`config.mk`:
```
export PLATFORM = sky130hd
export DESIGN_NAME = cco_core
export DESIGN_NICKNAME = d
export VERILOG_FILES = /design/src/pkg/cco_pkg.sv /design/src/logic/cco_core.sv /design/src/logic/cco_decode.sv
export SDC_FILE = /design/constraint.sdc
export NUM_CORES = 1
export LEC_CHECK = 0
export BUFFER_PORTS_ARGS = -buffer_cell sky130_fd_sc_hd__buf_2
export CAP_MARGIN = 20
export CORE_AREA = 2 2 171 173
export CTS_CLUSTER_DIAMETER = 60
export DETAILED_ROUTE_END_ITERATION = 16
export DIE_AREA = 0 0 173 175
export GPL_ROUTABILITY_DRIVEN = 0
export PLACE_DENSITY_LB_ADDON = 0.15
export SYNTH_ARGS = -nofsm -noshare
export SYNTH_HDL_FRONTEND = slang
export SYNTH_HIERARCHICAL = 1
export SYNTH_SLANG_ARGS = --single-unit
export TNS_END_PERCENT = 5
```
`constraint.sdc`:
```
create_clock -name I_SYS_CLK -period 2.85 [get_ports I_SYS_CLK]
set_clock_uncertainty 0.1 [all_clocks]
set_input_delay 0.57 -clock I_SYS_CLK [delete_from_list [all_inputs] [get_ports I_SYS_CLK]]
set_output_delay 0.57 -clock I_SYS_CLK [all_outputs]
set_load 0.01 [all_outputs]
```
`src/pkg/cco_pkg.sv`:
```
// Overview of operation
// RQ1 - Clearing a file register writes zero to it and sets the zero flag in one single-word cycle.
// RQ2 - The fixed clear-working-register pattern loads zero into the working register within one cycle.
// RQ3 - Clearing the working register also sets the zero flag and leaves the other status bits alone.
// RQ4 - Clearing the watchdog resets its counter and the assigned prescaler and sets time-out and power-down.
// RQ5 - A destination bit of zero sends the result to the working register, one sends it back to the file.
// RQ6 - Complementing a file register inverts every bit, stores it at the destination and updates zero.
package cco_pkg;
   localparam int DATA_W = 8;
   localparam int FILE_N = 32;
   localparam int FILE_AW = 5;
   localparam logic [11:0] OPC_CLR_W = 12'h040;
   localparam logic [11:0] OPC_CLR_WDT = 12'h004;
   localparam logic [5:0] OPC_CLR_F = 6'h01;
   localparam logic [5:0] OPC_COM_F = 6'h09;
   localparam int DEST_BIT = 5;
   localparam int STAT_Z = 2;
   localparam int STAT_PD = 3;
   localparam int STAT_TO = 4;
   localparam logic [7:0] STATUS_RST = 8'h18;
   localparam logic [7:0] WREG_RST = 8'h00;
   localparam logic [7:0] FILE_RST = 8'h00;
   localparam logic [3:0] ADR_WREG = 4'h0;
   localparam logic [3:0] ADR_STATUS = 4'h4;
   localparam logic [3:0] ADR_INSN = 4'h8;
   localparam logic [3:0] ADR_CTRL = 4'hC;
   localparam int CTRL_PSA = 0;
   typedef enum logic [2:0] {
      CCO_NONE, CCO_CLEAR_FILE_OP, CCO_CLEAR_WORKING_OP, CCO_CLEAR_WATCHDOG_OP, CCO_COMPLEMENT_FILE_OP
   } cco_op_t;
endpackage

```
`src/logic/cco_core.sv`:
```
`timescale 1ns/1ps
module cco_core (
   input wire logic I_SYS_CLK,
   input wire logic I_RST_B,
   input wire logic I_CYC,
   input wire logic I_STB,
   input wire logic I_WE,
   input wire logic [3:0] I_ADR,
   input wire logic [3:0] I_SEL,
   input wire logic [31:0] I_DAT,
   output logic [31:0] O_DAT,
   output logic O_ACK,
   output logic O_WDT_CLR,
   output logic O_PRESC_CLR
);
   localparam int W = cco_pkg::DATA_W;
   logic [W-1:0] file_mem [cco_pkg::FILE_N];
   logic [W-1:0] wreg;
   logic [W-1:0] status;
   logic [11:0] insn;
   logic psa_wdt;
   logic exec;
   cco_pkg::cco_op_t op;
   logic to_file;
   logic [cco_pkg::FILE_AW-1:0] addr;
   logic [W-1:0] result;
   logic req;

   // Writing the instruction register executes it in that same cycle
   assign req = I_CYC && I_STB && !O_ACK;
   assign exec = req && I_WE && I_ADR == cco_pkg::ADR_INSN && I_SEL[1:0] == 2'h3;

   cco_decode u_dec (
      .i_insn(I_DAT[11:0]),
      .o_op(op),
      .o_to_file(to_file),
      .o_addr(addr)
   );

   always_comb begin
      result = '0;
      if (op == cco_pkg::CCO_COMPLEMENT_FILE_OP) begin
         result = ~file_mem[addr]; // [RQ6]
      end
   end

   always_ff @(posedge I_SYS_CLK) begin
      if (!I_RST_B) begin
         insn <= 12'h000;
      end else if (exec) begin
         insn <= I_DAT[11:0];
      end
   end

   always_ff @(posedge I_SYS_CLK) begin
      if (!I_RST_B) begin
         for (int i = 0; i < cco_pkg::FILE_N; i++) begin
            file_mem[i] <= cco_pkg::FILE_RST;
         end
      end else if (exec && op == cco_pkg::CCO_CLEAR_FILE_OP) begin
         file_mem[addr] <= '0; // [RQ1]
      end else if (exec && op == cco_pkg::CCO_COMPLEMENT_FILE_OP && to_file) begin
         file_mem[addr] <= result; // [RQ5] [RQ6]
      end
   end

   always_ff @(posedge I_SYS_CLK) begin
      if (!I_RST_B) begin
         wreg <= cco_pkg::WREG_RST;
      end else if (exec && op == cco_pkg::CCO_CLEAR_WORKING_OP) begin
         wreg <= '0; // [RQ2]
      end else if (exec && op == cco_pkg::CCO_COMPLEMENT_FILE_OP && !to_file) begin
         wreg <= result; // [RQ5] [RQ6]
      end else if (req && I_WE && I_ADR == cco_pkg::ADR_WREG && I_SEL[0]) begin
         wreg <= I_DAT[W-1:0];
      end
   end

   always_ff @(posedge I_SYS_CLK) begin
      if (!I_RST_B) begin
         status <= cco_pkg::STATUS_RST;
      end else if (exec) begin
         unique case (op)
            cco_pkg::CCO_CLEAR_FILE_OP, cco_pkg::CCO_CLEAR_WORKING_OP:
               status[cco_pkg::STAT_Z] <= 1'b1; // [RQ1] [RQ3]
            cco_pkg::CCO_COMPLEMENT_FILE_OP:
               status[cco_pkg::STAT_Z] <= (result == '0); // [RQ6]
            cco_pkg::CCO_CLEAR_WATCHDOG_OP: begin
               status[cco_pkg::STAT_TO] <= 1'b1; // [RQ4]
               status[cco_pkg::STAT_PD] <= 1'b1; // [RQ4]
            end
            cco_pkg::CCO_NONE: ;
         endcase
      end else if (req && I_WE && I_ADR == cco_pkg::ADR_STATUS && I_SEL[0]) begin
         status <= I_DAT[W-1:0];
      end
   end

   always_ff @(posedge I_SYS_CLK) begin
      if (!I_RST_B) begin
         psa_wdt <= 1'b0;
      end else if (req && I_WE && I_ADR == cco_pkg::ADR_CTRL && I_SEL[0]) begin
         psa_wdt <= I_DAT[cco_pkg::CTRL_PSA];
      end
   end

   // One-cycle pulses to the watchdog; prescaler only when it belongs to it
   always_ff @(posedge I_SYS_CLK) begin
      if (!I_RST_B) begin
         O_WDT_CLR <= 1'b0;
         O_PRESC_CLR <= 1'b0;
      end else begin
         O_WDT_CLR <= exec && op == cco_pkg::CCO_CLEAR_WATCHDOG_OP; // [RQ4]
         O_PRESC_CLR <= exec && op == cco_pkg::CCO_CLEAR_WATCHDOG_OP && psa_wdt; // [RQ4]
      end
   end

   always_ff @(posedge I_SYS_CLK) begin
      if (!I_RST_B) begin
         O_ACK <= 1'b0;
         O_DAT <= 32'h00000000;
      end else begin
         O_ACK <= req;
         O_DAT <= 32'h00000000;
         if (req && !I_WE) begin
            unique case (I_ADR)
               cco_pkg::ADR_WREG: O_DAT <= {24'h000000, wreg};
               cco_pkg::ADR_STATUS: O_DAT <= {24'h000000, status};
               cco_pkg::ADR_INSN: O_DAT <= {20'h00000, insn};
               cco_pkg::ADR_CTRL: O_DAT <= {31'h00000000, psa_wdt};
               default: O_DAT <= 32'h00000000;
            endcase
         end
      end
   end

   // Decoded execute strobes, shared by the checks below
   function automatic logic fires(
      input logic strobe,
      input cco_pkg::cco_op_t kind,
      input cco_pkg::cco_op_t want
   );
      return strobe && kind == want;
   endfunction

   logic exec_clear_file_op;
   logic exec_clear_working_op;
   logic exec_wdt;
   logic exec_complement_file_op;
   assign exec_clear_file_op = fires(exec, op, cco_pkg::CCO_CLEAR_FILE_OP);
   assign exec_clear_working_op = fires(exec, op, cco_pkg::CCO_CLEAR_WORKING_OP);
   assign exec_wdt = fires(exec, op, cco_pkg::CCO_CLEAR_WATCHDOG_OP);
   assign exec_complement_file_op = fires(exec, op, cco_pkg::CCO_COMPLEMENT_FILE_OP);
endmodule // cco_core

```
`src/logic/cco_decode.sv`:
```
`timescale 1ns/1ps
module cco_decode (
   input wire logic [11:0] i_insn,
   output cco_pkg::cco_op_t o_op,
   output logic o_to_file,
   output logic [cco_pkg::FILE_AW-1:0] o_addr
);
   always_comb begin
      o_op = cco_pkg::CCO_NONE;
      if (i_insn == cco_pkg::OPC_CLR_W) begin
         o_op = cco_pkg::CCO_CLEAR_WORKING_OP; // [RQ2]
      end else if (i_insn == cco_pkg::OPC_CLR_WDT) begin
         o_op = cco_pkg::CCO_CLEAR_WATCHDOG_OP; // [RQ4]
      end else if (i_insn[11:6] == cco_pkg::OPC_CLR_F && i_insn[5]) begin
         o_op = cco_pkg::CCO_CLEAR_FILE_OP; // [RQ1]
      end else if (i_insn[11:6] == cco_pkg::OPC_COM_F) begin
         o_op = cco_pkg::CCO_COMPLEMENT_FILE_OP; // [RQ6]
      end
   end
   assign o_to_file = i_insn[cco_pkg::DEST_BIT];
   assign o_addr = i_insn[cco_pkg::FILE_AW-1:0];
endmodule // cco_decode

```
==> results.txt <==
----------------------------------------------------
[Status]
  Result of the run ... complete, no violations

[GRT]
  Largest net degree at the start of global routing ... 35
  Initial antenna violation count ... 0
  Via count of the first global-routing pass ... 9,316
  First-pass GRT wire length ... 53,900 microns
  Gr usage total ... 0.234
  Total congestion overflow after global routing ... 0

[Worst setup path]
  Kind of end point of the critical path ... register
  Delay contributed by the slowest stage of the critical path ... 350 ps
  Cell repeated most along the worst path ... sky130_fd_sc_hd__buf_4
  Data required time at the worst endpoint ... 3110 ps
  Nature of the critical path startpoint ... input pin
  Cell class contributing the biggest share of worst-path delay ... simple AND/OR/NAND/NOR gates
  Number of buffer and inverter stages on the critical path ... 4
  Cell chain of the critical path ... buf_2, nor4_2, and3_2, nor3b_2, buf_4, o21ai_1, nor3_1, buf_4, nand4_1, or2_2, buf_12, nor2_1
  Setup CP Type ... input pin to register
  Crit-path max FO ... 24
  Data arrival time at the worst-slack endpoint ... 2910 ps
  Slowest-stage cell, CP ... sky130_fd_sc_hd__or2_2

[STA]
  Worst slew margin relative to its limit ... 0.525
  Highest clock rate ... 0.378 GHz
  Min setup slack post-route ... 206 ps
  Tightest Pin Transition ... 695 ps
  Worst Hold Margin ... 253 ps
  Final setup vio count ... 0
  Tcrit/Tclk final ... 0.928
  Final hold violation count ... 0
  Number of max-slew violations in the final report ... 0
  Unrepaired setup endpoints after global routing ... false
  Setup TNS Final ... 0 ps
  Final worst path period need ... 2640 ps

[Synth]
  Portion of synthesized cell area occupied by the leading cell type ... 0.551
  Mean post-synth cell area ... 12.8 sq um
  Part of the Yosys area used for sequential elements ... 0.614
  Cell area after synthesis ... 0.0140 sq mm
  Count of cell types in the netlist ... 58
  EDFF count, synth ... 256
  Count of synthesis-stage warnings from yosys ... 6
  Synthesized instance count ... 1,088
  Proportion of synthesized flip-flops having asynchronous set or reset ... 0
  Dominant register cell in the synthesized netlist ... sky130_fd_sc_hd__edfxtp_1
  Cells taking the most area after synthesis ... sky130_fd_sc_hd__edfxtp_1, sky130_fd_sc_hd__mux4_2, sky130_fd_sc_hd__dfxtp_1
  Cell type contributing the most total cell area after synthesis ... sky130_fd_sc_hd__edfxtp_1
  Number of storage elements in the synthesis netlist ... 300

[Finish]
  Antenna fix cells ... 0
  # nets final ... 1,323
  Layout Area Growth over Synthesis ... 21.7%
  Proportion of layout cells with a drive suffix above 1 ... 0.351
  Non-Filler Cell Area, Final ... 0.0170 sq mm

[Flow run]
  Number of max-capacitance violations reported ... 0

[Placement]
  Post-placement worst setup slack ... -291 ps
  Cell area after placement ... 0.0159 sq mm
  Number of input and output port buffers inserted ... 37
  Post-DP HPWL ... 24,600 microns

[Power and ir drop]
  Fraction of power consumed by sequential logic ... 0.509
  Part of the total power dissipated in the clock network ... 0.422
  P_leak ... 0.00614 uW
  IR Drop Worst-Case VDD ... 459 uV
  Power per Cell Area ... 568 mW/mm^2
  Relative contribution of combinational cells to total power ... 0.069
  Switching power as a share of total power ... 0.214
  Net Sw Power ... 2060 uW
  Internal power contribution ... 7580 uW

[Min path]
  Min-delay worst type ... input pin to register

[Clock network]
  Clock sink total ... 300
  Clock buffer count from CTS ... 34
  Postcts setup bufs ... 0
  Insertion delay to the later sink of the worst-skew pair ... 510 ps
  Clock Pin Slew Worst Setup and Hold Paths ... 60 ps
  Max Root-Sink Buffers ... 3
  Count of hold buffers inserted by post-cts repair ... 0
  Count of H-tree levels built during CTS ... 2
  CTS resizes ... 0
  TritonCTS clock tree ... built
  Buffer type at the clock tree root ... sky130_fd_sc_hd__clkbuf_16

[Die]
  Core ar. ... 0.0284 sq mm
  Starting density of the core ... 0.492
  Die Y-Extent ... 175 microns
  Die outline area ... 0.0303 sq mm
  Std-Cell Rows ... 62
  Width of the die ... 173 microns
  Count of boundary I/O pins ... 80

[Drt]
  Vias ... 9,129
  Violation count after the first detailed-route iteration ... 763
  Wire length per cell ... 20.6 microns
  Drc violations ... 0
  Final wirelength ... 34,700 microns
  Antenna-violating nets left ... 0
  Vias per cell ... 5.41
  Number of iterations in the first detailed-routing pass ... 5

----------------------------------------------------
through the flow:
step                      power, uW   util  cells
after floorplan                5360      -   1107
after global placement         5650  0.561   1626
after detailed placement       5670  0.561   1626
after CTS                      9730  0.598   1687
after global routing           9940  0.598   1687
final                          9640  0.598   1687
power groups by stage:
stage | Clock [uW] | Sequential (uW) | Combinational (uW)
after global placement | 0 | 5000 | 656
after detailed placement | 0 | 5000 | 665
final | 4070 | 4910 | 665
after global routing | 4310 | 4920 | 706
after floorplan | 0 | 4980 | 372
after CTS | 4150 | 4910 | 667
placed cells by master, fill, tap and decap left out, types with 13 or more instances in the layout:
cell,synthesis,layout
sky130_fd_sc_hd__mux4_2,44,44
sky130_fd_sc_hd__nand2_1,87,87
sky130_fd_sc_hd__nor2_1,178,178
sky130_fd_sc_hd__mux2i_1,70,70
sky130_fd_sc_hd__dfxtp_1,44,44
sky130_fd_sc_hd__clkbuf_16,0,37
sky130_fd_sc_hd__buf_12,0,32
sky130_fd_sc_hd__edfxtp_1,256,256
sky130_fd_sc_hd__nor2b_1,31,31
sky130_fd_sc_hd__conb_1,1,20
sky130_fd_sc_hd__a21oi_1,15,14
sky130_fd_sc_hd__buf_2,27,35
sky130_fd_sc_hd__a211oi_1,13,13
sky130_fd_sc_hd__nor2_2,109,109
sky130_fd_sc_hd__buf_4,33,168
cell usage after synthesis (all sizes together), types with 3 or more instances:
cell / n
nand2b: 7
dfxtp: 44
o211ai: 4
nand4b: 3
nand4: 9
and3: 8
mux4: 44
nor2: 287
a22oi: 4
o21ai: 14
o22ai: 5
inv: 4
o221ai: 4
a31oi: 3
nor2b: 31
a21oi: 15
nor3b: 3
nand3b: 5
mux2i: 70
a22o: 5
nand2: 87
buf: 81
nor4: 3
a211oi: 13
mux2: 7
and2: 6
nand3: 10
or2: 8
clkbuf: 19
edfxtp: 256
nor3: 8
metal layers:
layer | wire (microns) | vias up | GRT usage
met4 | 968 | 0 | 0.0710
li1 | - | 4254 | -
met5 | 0 | - | 0
met2 | 16700 | 263 | 0.386
met1 | 15100 | 4545 | 0.321
met3 | 1980 | 67 | 0.0389
sequential cells by signal, summed over array words and instances (netlist names):
signal       count
file_mem       256
O_DAT           12
insn            12
status           8
wreg             8
O_ACK            1
O_PRESC_CLR      1
O_WDT_CLR        1
psa_wdt          1
logic make-up (layout without fill, tap and decap cells):
kind of cell	after synthesis	count (layout)	share of synthesized area
simple gates	485	485	0.175
flops	300	300	0.614
mux	121	121	0.127
buf+inv	104	300	0.0473
compound gates	75	75	0.0357
xor+xnor	2	2	0.00126
other cells	1	20	0.000269
final cells by class:
cell class / instances / area, sq um
Clock buffer: 48 / 977
Tap cell: 384 / 480
Fill cell: 2352 / 11400
Multi-Input combinational cell: 703 / 4800
Clock inverter: 13 / 68.8
Timing Repair Buffer: 235 / 2080
Inverter: 4 / 15.0
Sequential cell: 300 / 8570
worst min-delay path, stage by stage:
cell and delay [ps]:
sky130_fd_sc_hd__buf_2 90, sky130_fd_sc_hd__mux2i_1 60, sky130_fd_sc_hd__nor2b_1 90
path summary, 6_finish.rpt:
kind	endpoint	slack [ps]	cells after the start	startpoint
max	file_mem[26][2]	210	12	I_DAT[8]
min	insn[9]	250	3	I_DAT[9]
max reg2reg	file_mem[0][7]	370	7	file_mem[26][7]
min reg2reg	O_DAT[10]	380	1	insn[10]
Note: power is estimated with default switching activity, not from simulation.
